===== src/core/oarc_defines.vh =====
// Constants for the output alignment and reset control block.
// Assumes a 200 MHz channel-divider input clock and an APB register port.
//
// Operation
// Low then high on sync pin starts an alignment; outputs resume preset.
// Set then clear of soft sync, soft reset or distribution power-down aligns.
// Chip reset pin low then high also aligns the outputs.
// Power-down pin low then high also aligns the outputs.
// VCO calibration holds an alignment request until it completes.
// Asynchronous sync pin gives up to one input-clock cycle of uncertainty.
// Output clocking restarts a fixed pipeline of cycles after request rises; the pipeline count here starts when the request clears.
// Software issues an update after setting and after clearing soft sync.
// Included channels hold level from start-high, resume with set phase.
// Channels marked ignore keep toggling and are not aligned.
// Channel alignment applies to all three drivers the channel feeds.
// Each differential output has swing, polarity and power-down control.
// Distribution power-down bit shuts off all differential drivers together.
// Safe power-down from driver bit, channel power-down or sleep.
// Selecting single-ended mode turns on A and B; each separately set.
// Two-bit enable field powers down single-ended drivers, which tristate.
// Power-on reset loads settings, aligns, outputs start about 70 ms later.
// Reset pin pulse restores settings; outputs after 2 us or 20 ms.
// Both soft reset bits restore all but port register, self-clear.
// Reload bit with config pin high reloads stored settings, 20 ms.
// New phase offset needs an alignment before it takes effect.
// Phase code 16*start-high+offset; above 15 adds low count plus one.
// All triggers merge into one request, released via two-stage synchronizer.
////////////////////////////////////////////////////////////////////////////////
`ifndef OARC_DEFINES_VH
`define OARC_DEFINES_VH

// Register indices; byte address is four times the index
`define OARC_IDX_PORT 12'h000
`define OARC_IDX_OUT0 12'h0F0
`define OARC_IDX_OUTN 12'h0FB
`define OARC_IDX_DIV0 12'h190
`define OARC_IDX_DIVN 12'h19B
`define OARC_IDX_SYNC 12'h230
`define OARC_IDX_UPD 12'h232
`define OARC_IDX_STAT 12'h233
`define OARC_IDX_EE 12'hB02

// Field positions
`define OARC_PORT_SRST_A 2
`define OARC_PORT_SRST_B 5
`define OARC_SYNC_SOFT 0
`define OARC_SYNC_DPD 1
`define OARC_UPD_ALL 0
`define OARC_EE_RELOAD 1
`define OARC_OUT_PD 0
`define OARC_OUT_SW_LO 1
`define OARC_OUT_SW_HI 2
`define OARC_OUT_POL_A 3
`define OARC_OUT_POL_B 4
`define OARC_OUT_EN_A 5
`define OARC_OUT_EN_B 6
`define OARC_OUT_CMOS 7
`define OARC_PHS_SH 4
`define OARC_PHS_IGN 5
`define OARC_CHPD_BIT 2

// Reset values
`define OARC_PORT_RST 8'h00
`define OARC_OUT_RST 8'h00
`define OARC_DIV_RST 8'h00
`define OARC_PHS_RST 8'h00
`define OARC_CHPD_RST 8'h00
`define OARC_SYNC_RST 2'h0

// Timing
`define OARC_CLK_KHZ 200000
`define OARC_POR_MS 70
`define OARC_EE_MS 20
`define OARC_DEF_US 2
`define OARC_POR_CYC (`OARC_POR_MS * `OARC_CLK_KHZ)
`define OARC_EE_CYC (`OARC_EE_MS * `OARC_CLK_KHZ)
`define OARC_DEF_CYC (`OARC_DEF_US * `OARC_CLK_KHZ / 1000)
`define OARC_SYNC_PIPE 4'hE
`define OARC_LD_W 24
`define OARC_PHS_BIG 5'h10

`endif


===== src/core/oarc_chan.v =====
// One channel divider with preset hold and coarse phase offset.
// Assumes hold and cfg come from clk-domain logic of the parent.
`timescale 1ns/100ps
`include "oarc_defines.vh"
module oarc_chan (
  input wire clk,
  input wire rst_n,
  input wire hold,
  input wire chan_pd,
  input wire [3:0] low_cyc,
  input wire [3:0] high_cyc,
  input wire start_high,
  input wire [3:0] phase_off,
  output reg div_out
);
  localparam ST_HOLD = 4'b0001;
  localparam ST_DLY = 4'b0010;
  localparam ST_HI = 4'b0100;
  localparam ST_LO = 4'b1000;

  reg [3:0] st_q;
  reg [4:0] cnt_q;
  wire [4:0] phase_code;
  wire [4:0] dly;

  assign phase_code = {start_high, phase_off};
  // Big codes wrap through the low phase
  assign dly = (phase_code < `OARC_PHS_BIG) ? phase_code :
               ({1'b0, phase_off} + {1'b0, low_cyc} + 5'h01);

  ////////////////////////////////////////////////////////////////////////////
  always @(posedge clk) begin
    if (!rst_n) begin
      st_q <= ST_HOLD;
      cnt_q <= 5'h00;
      div_out <= 1'b0;
    end else if (chan_pd) begin
      st_q <= ST_HOLD;
      cnt_q <= 5'h00;
      div_out <= 1'b0;
    end else if (hold) begin
      st_q <= ST_HOLD;
      cnt_q <= 5'h00;
      div_out <= start_high;
    end else begin
      case (st_q)
        ST_HOLD: begin
          if (dly == 5'h00) begin
            st_q <= ST_HI;
            cnt_q <= {1'b0, high_cyc};
            div_out <= 1'b1;
          end else begin
            st_q <= ST_DLY;
            cnt_q <= dly - 5'h01;
          end
        end
        ST_DLY: begin
          if (cnt_q == 5'h00) begin
            st_q <= ST_HI;
            cnt_q <= {1'b0, high_cyc};
            div_out <= 1'b1;
          end else begin
            cnt_q <= cnt_q - 5'h01;
          end
        end
        ST_HI: begin
          if (cnt_q == 5'h00) begin
            st_q <= ST_LO;
            cnt_q <= {1'b0, low_cyc};
            div_out <= 1'b0;
          end else begin
            cnt_q <= cnt_q - 5'h01;
          end
        end
        ST_LO: begin
          if (cnt_q == 5'h00) begin
            st_q <= ST_HI;
            cnt_q <= {1'b0, high_cyc};
            div_out <= 1'b1;
          end else begin
            cnt_q <= cnt_q - 5'h01;
          end
        end
        default: begin
          st_q <= ST_HOLD;
          cnt_q <= 5'h00;
          div_out <= 1'b0;
        end
      endcase
    end
  end
endmodule


===== src/core/oarc_sync2.v =====
// Two-flop synchroniser for pin levels.
// Assumes inputs asynchronous to clk; reset value per bit is a parameter.
`timescale 1ns/100ps
module oarc_sync2 #(
  parameter WIDTH = 1,
  parameter [WIDTH-1:0] RST_VAL = {WIDTH{1'b1}}
) (
  input wire clk,
  input wire rst_n,
  input wire [WIDTH-1:0] d,
  output reg [WIDTH-1:0] q
);
  reg [WIDTH-1:0] meta_q;

  // First stage feeds only the second
  always @(posedge clk) begin
    if (!rst_n) begin
      meta_q <= RST_VAL;
      q <= RST_VAL;
    end else begin
      meta_q <= d;
      q <= meta_q;
    end
  end
endmodule


===== src/core/oarc_top.v =====
// Output alignment, reset sequencing and driver control, with APB registers.
// Assumes clk is the channel-divider input clock; pins are asynchronous.
//
// The address map and the APB interface to the registers were left to the implementer.
`timescale 1ns/100ps
`include "oarc_defines.vh"
module oarc_top #(
  parameter [23:0] POR_CYC = `OARC_POR_CYC,
  parameter [23:0] EE_CYC = `OARC_EE_CYC
) (
  input wire clk,
  input wire rst_n,
  input wire [13:0] paddr,
  input wire psel,
  input wire penable,
  input wire pwrite,
  input wire [31:0] pwdata,
  output reg [31:0] prdata,
  output wire pready,
  output wire pslverr,
  input wire sync_n,
  input wire chip_reset_n,
  input wire power_down_pin_n,
  input wire cfg_sel,
  input wire vco_cal_busy,
  output reg [11:0] drv_p,
  output reg [11:0] drv_n,
  output reg [23:0] drv_swing,
  output reg [11:0] drv_safe_pd,
  output reg drv_total_pd,
  output reg [11:0] cmos_a,
  output reg [11:0] cmos_a_oe_n,
  output reg [11:0] cmos_b,
  output reg [11:0] cmos_b_oe_n,
  output reg align_active
);
  localparam [3:0] K_NONE = 4'h0;
  localparam [3:0] K_PORT = 4'h1;
  localparam [3:0] K_OUT = 4'h2;
  localparam [3:0] K_CHAN = 4'h3;
  localparam [3:0] K_SYNC = 4'h4;
  localparam [3:0] K_UPD = 4'h5;
  localparam [3:0] K_STAT = 4'h6;
  localparam [3:0] K_EE = 4'h7;

  localparam [2:0] ST_RUN = 3'b001;
  localparam [2:0] ST_HOLD = 3'b010;
  localparam [2:0] ST_PIPE = 3'b100;

  localparam [23:0] DEF_CYC = `OARC_DEF_CYC;

  function [3:0] reg_kind;
    input [11:0] idx;
    begin
      if (idx == `OARC_IDX_PORT)
        reg_kind = K_PORT;
      else if (idx >= `OARC_IDX_OUT0 && idx <= `OARC_IDX_OUTN)
        reg_kind = K_OUT;
      else if (idx >= `OARC_IDX_DIV0 && idx <= `OARC_IDX_DIVN)
        reg_kind = K_CHAN;
      else if (idx == `OARC_IDX_SYNC)
        reg_kind = K_SYNC;
      else if (idx == `OARC_IDX_UPD)
        reg_kind = K_UPD;
      else if (idx == `OARC_IDX_STAT)
        reg_kind = K_STAT;
      else if (idx == `OARC_IDX_EE)
        reg_kind = K_EE;
      else
        reg_kind = K_NONE;
    end
  endfunction

  ////////////////////////////////////////////////////////////////////////////
  // Pins and bus decode
  wire [3:0] pins_s;
  wire sync_s;
  wire rpin_s;
  wire pdpin_s;
  wire cfg_s;
  wire [11:0] idx;
  wire [3:0] kind;
  wire [3:0] out_sel;
  wire [3:0] ch_q, ch_r;
  wire [1:0] ch_k;
  wire [1:0] ch_sub;
  wire wr;
  wire rd_setup;

  oarc_sync2 #(.WIDTH(4), .RST_VAL(4'hF)) u_pin_sync (
    .clk(clk),
    .rst_n(rst_n),
    .d({sync_n, chip_reset_n, power_down_pin_n, cfg_sel}),
    .q(pins_s)
  );
  assign sync_s = pins_s[3];
  assign rpin_s = pins_s[2];
  assign pdpin_s = pins_s[1];
  assign cfg_s = pins_s[0];

  assign idx = paddr[13:2];
  assign kind = reg_kind(idx);
  assign out_sel = idx[3:0];
  assign ch_q = out_sel / 4'h3;
  assign ch_r = out_sel % 4'h3;
  assign ch_k = ch_q[1:0];
  assign ch_sub = ch_r[1:0];
  assign wr = psel & penable & pwrite;
  assign rd_setup = psel & ~penable & ~pwrite;
  assign pready = 1'b1;
  assign pslverr = psel & penable & (kind == K_NONE);

  ////////////////////////////////////////////////////////////////////////////
  // Registers
  reg [7:0] port_q;
  reg [7:0] out_q [0:11];
  reg [7:0] div_q [0:3];
  reg [7:0] phs_q [0:3];
  reg [7:0] chpd_q [0:3];
  reg [1:0] sync_buf_q;
  reg [1:0] sync_act_q;
  reg rpin_d_q;
  reg [23:0] ld_cnt_q;
  reg [2:0] st_q;
  reg [3:0] pipe_q;
  wire soft_rst;
  wire reload;
  wire rpin_rise;
  wire restore;
  wire ld_busy;
  wire req_raw;
  wire req_s;
  integer i;

  assign soft_rst = wr & (kind == K_PORT) & pwdata[`OARC_PORT_SRST_A] &
                    pwdata[`OARC_PORT_SRST_B];
  // Reload only meaningful with stored settings selected
  assign reload = wr & (kind == K_EE) & pwdata[`OARC_EE_RELOAD] &
                  cfg_s;
  assign rpin_rise = rpin_s & ~rpin_d_q;
  assign restore = ~rpin_s | soft_rst | reload;
  assign ld_busy = (ld_cnt_q != 24'h000000);

  always @(posedge clk) begin
    if (!rst_n) begin
      rpin_d_q <= 1'b1;
    end else begin
      rpin_d_q <= rpin_s;
    end
  end

  always @(posedge clk) begin
    if (!rst_n || !rpin_s) begin
      port_q <= `OARC_PORT_RST;
    end else if (wr && kind == K_PORT) begin
      port_q <= pwdata[7:0];
      // Soft reset bits self-clear
      port_q[`OARC_PORT_SRST_A] <= 1'b0;
      port_q[`OARC_PORT_SRST_B] <= 1'b0;
    end
  end

  always @(posedge clk) begin
    if (!rst_n || restore) begin
      for (i = 0; i < 12; i = i + 1)
        out_q[i] <= `OARC_OUT_RST;
      for (i = 0; i < 4; i = i + 1) begin
        div_q[i] <= `OARC_DIV_RST;
        phs_q[i] <= `OARC_PHS_RST;
        chpd_q[i] <= `OARC_CHPD_RST;
      end
      sync_buf_q <= `OARC_SYNC_RST;
      sync_act_q <= `OARC_SYNC_RST;
    end else if (wr) begin
      if (kind == K_OUT) begin
        out_q[out_sel] <= pwdata[7:0];
        // Entering single-ended mode powers both drivers up
        if (pwdata[`OARC_OUT_CMOS] && !out_q[out_sel][`OARC_OUT_CMOS]) begin
          out_q[out_sel][`OARC_OUT_EN_A] <= 1'b1;
          out_q[out_sel][`OARC_OUT_EN_B] <= 1'b1;
        end
      end
      if (kind == K_CHAN) begin
        case (ch_sub)
          2'h0: div_q[ch_k] <= pwdata[7:0];
          2'h1: phs_q[ch_k] <= pwdata[7:0];
          default: chpd_q[ch_k] <= pwdata[7:0];
        endcase
      end
      if (kind == K_SYNC)
        sync_buf_q <= pwdata[1:0];
      // Soft sync and distribution power-down act only on update
      if (kind == K_UPD && pwdata[`OARC_UPD_ALL])
        sync_act_q <= sync_buf_q;
    end
  end

  ////////////////////////////////////////////////////////////////////////////
  // Settings-load wait: outputs stay static until it expires
  always @(posedge clk) begin
    if (!rst_n) begin
      ld_cnt_q <= POR_CYC;
    end else if (!rpin_s) begin
      ld_cnt_q <= 24'h000000;
    end else if (rpin_rise || soft_rst) begin
      ld_cnt_q <= cfg_s ? EE_CYC : DEF_CYC;
    end else if (reload) begin
      ld_cnt_q <= EE_CYC;
    end else if (ld_busy) begin
      ld_cnt_q <= ld_cnt_q - 24'h000001;
    end
  end

  ////////////////////////////////////////////////////////////////////////////
  // Alignment request and release pipeline
  assign req_raw = ~sync_s |
                   sync_act_q[`OARC_SYNC_SOFT] |
                   sync_act_q[`OARC_SYNC_DPD] |
                   ~rpin_s |
                   ~pdpin_s |
                   vco_cal_busy |
                   ld_busy;

  // Merged request crosses a second synchroniser; costs two cycles
  oarc_sync2 #(.WIDTH(1), .RST_VAL(1'b1)) u_req_sync (
    .clk(clk),
    .rst_n(rst_n),
    .d(req_raw),
    .q(req_s)
  );

  always @(posedge clk) begin
    if (!rst_n) begin
      st_q <= ST_HOLD;
      pipe_q <= 4'h0;
    end else begin
      case (st_q)
        ST_RUN: begin
          if (req_s)
            st_q <= ST_HOLD;
        end
        ST_HOLD: begin
          if (!req_s) begin
            st_q <= ST_PIPE;
            pipe_q <= `OARC_SYNC_PIPE - 4'h1;
          end
        end
        ST_PIPE: begin
          if (req_s)
            st_q <= ST_HOLD;
          else if (pipe_q == 4'h0)
            st_q <= ST_RUN;
          else
            pipe_q <= pipe_q - 4'h1;
        end
        default: begin
          st_q <= ST_HOLD;
          pipe_q <= 4'h0;
        end
      endcase
    end
  end

  always @(posedge clk) begin
    if (!rst_n)
      align_active <= 1'b1;
    else
      align_active <= (st_q != ST_RUN);
  end

  ////////////////////////////////////////////////////////////////////////////
  // Channel dividers
  wire [3:0] chan_out;
  genvar g;

  generate
    for (g = 0; g < 4; g = g + 1) begin : g_chan
      oarc_chan u_chan (
        .clk(clk),
        .rst_n(rst_n),
        .hold((st_q != ST_RUN) & ~phs_q[g][`OARC_PHS_IGN]),
        .chan_pd(chpd_q[g][`OARC_CHPD_BIT] | ~pdpin_s),
        .low_cyc(div_q[g][7:4]),
        .high_cyc(div_q[g][3:0]),
        .start_high(phs_q[g][`OARC_PHS_SH]),
        .phase_off(phs_q[g][3:0]),
        .div_out(chan_out[g])
      );
    end
  endgenerate

  ////////////////////////////////////////////////////////////////////////////
  // Output drivers, three per channel
  always @(posedge clk) begin
    if (!rst_n)
      drv_total_pd <= 1'b0;
    else
      drv_total_pd <= sync_act_q[`OARC_SYNC_DPD];
  end

  generate
    for (g = 0; g < 12; g = g + 1) begin : g_drv
      wire src;
      wire safe;
      wire se_on;
      wire a_on;
      wire b_on;
      assign src = chan_out[g / 3];
      assign safe = out_q[g][`OARC_OUT_PD] |
                    chpd_q[g / 3][`OARC_CHPD_BIT] | ~pdpin_s;
      assign se_on = out_q[g][`OARC_OUT_CMOS] &
                     ~chpd_q[g / 3][`OARC_CHPD_BIT] & pdpin_s &
                     ~sync_act_q[`OARC_SYNC_DPD];
      assign a_on = se_on & out_q[g][`OARC_OUT_EN_A];
      assign b_on = se_on & out_q[g][`OARC_OUT_EN_B];

      always @(posedge clk) begin
        if (!rst_n) begin
          drv_p[g] <= 1'b0;
          drv_n[g] <= 1'b0;
          drv_swing[2*g+1:2*g] <= 2'h0;
          drv_safe_pd[g] <= 1'b1;
          cmos_a[g] <= 1'b0;
          cmos_a_oe_n[g] <= 1'b1;
          cmos_b[g] <= 1'b0;
          cmos_b_oe_n[g] <= 1'b1;
        end else begin
          drv_swing[2*g+1:2*g] <=
            out_q[g][`OARC_OUT_SW_HI:`OARC_OUT_SW_LO];
          drv_safe_pd[g] <= safe | out_q[g][`OARC_OUT_CMOS];
          if (!safe && !out_q[g][`OARC_OUT_CMOS] &&
              !sync_act_q[`OARC_SYNC_DPD]) begin
            drv_p[g] <= src ^ out_q[g][`OARC_OUT_POL_A];
            drv_n[g] <= ~(src ^ out_q[g][`OARC_OUT_POL_A]);
          end else begin
            drv_p[g] <= 1'b0;
            drv_n[g] <= 1'b0;
          end
          // Powered-down single-ended drivers release the pin
          cmos_a[g] <= a_on & (src ^ out_q[g][`OARC_OUT_POL_A]);
          cmos_a_oe_n[g] <= ~a_on;
          cmos_b[g] <= b_on & (src ^ out_q[g][`OARC_OUT_POL_B]);
          cmos_b_oe_n[g] <= ~b_on;
        end
      end
    end
  endgenerate

  ////////////////////////////////////////////////////////////////////////////
  // Read data captured in setup so it is a flop in the access phase
  always @(posedge clk) begin
    if (!rst_n) begin
      prdata <= 32'h00000000;
    end else if (rd_setup) begin
      case (kind)
        K_PORT: prdata <= {24'h000000, port_q};
        K_OUT: prdata <= {24'h000000, out_q[out_sel]};
        K_CHAN: begin
          case (ch_sub)
            2'h0: prdata <= {24'h000000, div_q[ch_k]};
            2'h1: prdata <= {24'h000000, phs_q[ch_k]};
            default: prdata <= {24'h000000, chpd_q[ch_k]};
          endcase
        end
        K_SYNC: prdata <= {30'h00000000, sync_buf_q};
        K_STAT: prdata <= {28'h0000000, cfg_s, ~pdpin_s, ld_busy,
                           st_q != ST_RUN};
        default: prdata <= 32'h00000000;
      endcase
    end
  end
endmodule


===== config.mk =====
export PLATFORM = sky130hd
export DESIGN_NAME = oarc_top
export DESIGN_NICKNAME = d
export VERILOG_FILES = /design/src/core/oarc_chan.v /design/src/core/oarc_sync2.v /design/src/core/oarc_top.v
export VERILOG_INCLUDE_DIRS = /design/src /design/src/core
export SDC_FILE = /design/constraint.sdc
export NUM_CORES = 1
export LEC_CHECK = 0
export ABC_AREA = 0
export BUFFER_PORTS_ARGS = -buffer_cell sky130_fd_sc_hd__buf_2
export CORE_UTILIZATION = 50
export CTS_CLUSTER_SIZE = 20
export DETAILED_ROUTE_END_ITERATION = 12
export PLACE_DENSITY_LB_ADDON = 0.3
export SYNTH_ARGS = -nofsm -noshare
export SYNTH_HDL_FRONTEND = slang
export SYNTH_SLANG_ARGS = --single-unit
export TNS_END_PERCENT = 5

===== constraint.sdc =====
create_clock -name clk -period 6.5 [get_ports clk]
set_input_delay 1.3 -clock clk [delete_from_list [all_inputs] [get_ports clk]]
set_output_delay 1.3 -clock clk [all_outputs]
set_load 0.05 [all_outputs]

==> flow_metrics.py <==
metrics = {
    "outcome": {
        "status": "completed",
    },
    "floorplan": {
        "design.core.area_um2": 37800,
        "fp.dieH_um": 198,
        "start_util": 0.508,
        "die_w_um": 198,
        "num_rows": 71,
        "io_pins": 200,
        "die_area_um2": 39200,
    },
    "worst_setup_path": {
        "crit_path_max_fanout": 20,
        "cp.arrival_ns": 5.47,
        "endpoint_kind": "register",
        "startpoint_type": "primary input",
        "critPathRequiredTime_ns": 6.94,
        "crit_type": "primary input to register",
    },
    "grt": {
        "grt_start_max_net_pins": 68,
        "grt_overflow": 0,
        "grt_pass1_vias": 13900,
        "met2_usage": 0.442,
        "grt_pass1_wl_um": 80400,
        "met3_usage": 0.0509,
        "met1_usage": 0.367,
        "antenna_found_initial": 4,
        "gr-max-usage-layer": "met2",
        "grt_use_total": 0.275,
    },
    "cells_and_area": {
        "nNetsFinal": 2053,
        "drive_gt1_frac": 0.165,
        "nFillCells": 3162,
        "area_growth_syn_to_layout_pct": 14.1,
    },
    "placed_design": {
        "place_hpwl_um": 38700,
        "port_buffers": 148,
        "place_ws_ns": 0.972,
        "place_congestion": 0.977,
    },
    "yosys": {
        "avgSynthCellArea_um2": 10.7,
        "synth_edf_count": 212,
        "synth_area_leaders": "edfxtp_1 (33%), dfxtp_1 (22%), nor2_1 (5.2%), mux4_2 (3.4%), nand2_1 (3.0%)",
        "ys_seq_elements": 422,
        "yosysTopAreaCellShare": 0.332,
        "synth_area_um2": 19200,
        "yosys.area.top_type": "edfxtp_1",
        "synth_flop_cell": "edfxtp_1",
        "syn_inst": 1801,
        "yosysWarningCount": 0,
        "synth.distinct_cells": 78,
        "yosysSeqAreaShare": 0.551,
        "ys_async_sr_fraction": 0,
    },
    "clock_network": {
        "postCtsSetupRepairBufs": 0,
        "cts_tree": "yes",
        "h-tree-depth": 2,
        "cts_buffer_depth": 3,
        "cts_made_buffers": 44,
        "cts_resized": 0,
        "clock-sinks": 422,
        "cts_hold_buf": 0,
        "clock_latency_ns": 0.60,
        "clockRootBuffer": "clkbuf_16",
        "path_clk_slew_ns": 0.06,
    },
    "timing": {
        "clock_skew_ns": 0.0296,
        "layout_setup_ws_ns": 1.47,
        "period_needed_ns": 5.03,
        "hold_slack_ns": 0.402,
        "period_share": 0.773,
        "slew-limit-headroom": 0.217,
        "tightest_slew_ns": 1.16,
        "max_freq_mhz": 199,
        "slew_violations": 0,
        "hold_viol_final": 0,
        "setup_violations": 0,
        "fin_tns_setup_ns": 0,
        "rsz0062_at_grt": "no",
    },
    "route": {
        "drt_iter0_drc": 1883,
        "drtPass1Iterations": 9,
        "viasPerCell": 5.87,
        "wl_per_cell_um": 21.4,
        "drc": 0,
        "final_antenna_net_count": 0,
        "via_count": 14700,
        "routed_wl_um": 53700,
    },
    "pwr": {
        "p_leak_nw": 8.28,
        "max-vdd-ir-drop_v": 0.000248,
        "powerDensity_nw_per_um2": 284,
        "power_w": 0.00623,
    },
    "run": {
        "cap_viol_max_count": 0,
    },
    "worst_hold_path": {
        "hp-class": "register to register",
    },
}
-- cells by family (layout without fill, tap and decap cells) --
group,Yosys count,count (layout),share of synthesized area
flops,422,422,0.551
mux,87,87,0.0656
fa+ha+maj,38,38,0.0263
buf+inv,159,307,0.0378
xor+xnor,74,74,0.0338
simple gates,775,775,0.199
other cells,2,48,0.000391
compound gates,244,244,0.0866
-- final cells by class --
class	instances	area, um^2	area share
Tap cell	511	639	0.0292
Inverter	48	180	0.00823
Antenna cell	3	7.51	0.000343
Clock inverter	15	135	0.00617
Clock buffer	64	1320	0.0602
Timing Repair Buffer	180	981	0.0448
Multi-Input combinational cell	1263	8070	0.368
Sequential cell	422	10600	0.483
-- power by group --
part / internal (W) / leakage, nW / switching (W) / total, W
registers: 0.00291 / 3.90 / 0.0000870 / 0.00300
clock network: 0.00143 / 0.712 / 0.00107 / 0.00250
logic: 0.000244 / 3.66 / 0.000490 / 0.000735
total: 0.00458 / 8.28 / 0.00165 / 0.00623
-- Yosys cell counts, types with 25 or more instances --
library cell	instances
a21oi_1	60
and2_1	58
and3_1	28
buf_4	25
clkbuf_1	56
dfxtp_1	210
edfxtp_1	212
ha_1	34
inv_1	48
mux2i_1	38
mux4_2	29
nand2_1	155
nand3_1	56
nor2_1	264
nor3_1	48
o21ai_0	59
xnor2_1	51
-- layer usage --
layer,routed length [um],up-vias
met4,1890,2
li1,-,6719
met2,25000,749
met1,22100,7108
met5,9,-
met3,4730,122
-- path summary, 6_finish.rpt --
check | from | to | slack [ns] | depth (start not counted)
worst max-delay path | paddr[4] | phs_q[3][3] | 1.47 | 16
worst max register to register | u_pin_sync.q[2] | out_q[3][0] | 3.38 | 4
worst min-delay path | u_pin_sync.meta_q[2] | u_pin_sync.q[2] | 0.40 | 1
worst min register to register | u_pin_sync.meta_q[2] | u_pin_sync.q[2] | 0.40 | 1
-- critical path, cell delays in order --
cell      delay (ns)
buf_2           0.41
nor2b_1         0.10
buf_4           0.22
inv_1           0.21
ha_1            0.33
or2_2           0.15
o21ai_0         0.11
ha_1            0.23
inv_1           0.14
o311ai_2        0.28
a211oi_1        0.44
a22o_1          0.44
nand2_1         0.20
nor2_1          0.51
buf_4           0.25
and2_1          0.13
-- placed cells by master, fill, tap and decap left out, types with 18 or more instances in the layout --
master / synthesis / final
nand3_1: 56 / 56
inv_1: 48 / 48
and2_1: 58 / 58
nor3b_1: 23 / 22
mux4_2: 29 / 29
a222oi_1: 19 / 19
xor2_1: 23 / 23
buf_4: 25 / 32
ha_1: 34 / 34
or2_2: 18 / 18
mux2_2: 20 / 20
dfxtp_1: 210 / 210
conb_1: 2 / 45
clkbuf_16: 0 / 46
a21oi_1: 60 / 60
or3_1: 19 / 19
edfxtp_1: 212 / 212
nand2_1: 155 / 155
nor3_1: 48 / 48
and3_1: 28 / 28
mux2i_1: 38 / 38
xnor2_1: 51 / 51
nand2b_1: 23 / 23
o21ai_0: 59 / 59
buf_2: 22 / 148
nor2_1: 264 / 263
-- metrics by stage --
stage          instances   util  instance area [um^2]
6_report            2506  0.580                 21900
3_3_place_gp        2424  0.541                 20400
3_5_place_dp        2424  0.541                 20400
5_1_grt             2506  0.580                 21900
2_1_floorplan       1844      -                 19400
4_1_cts             2503  0.580                 21900
-- flip-flops by register name, indices dropped and copies added, names as in the netlist, 16 cells and up --
register and flops:
g_chan.u_chan.cnt_q 20, out_q 116, phs_q 32, drv_swing 24
chpd_q 32, g_chan.u_chan.st_q 16, div_q 32, ld_cnt_q 24
Power figures use the tool's default switching activity.
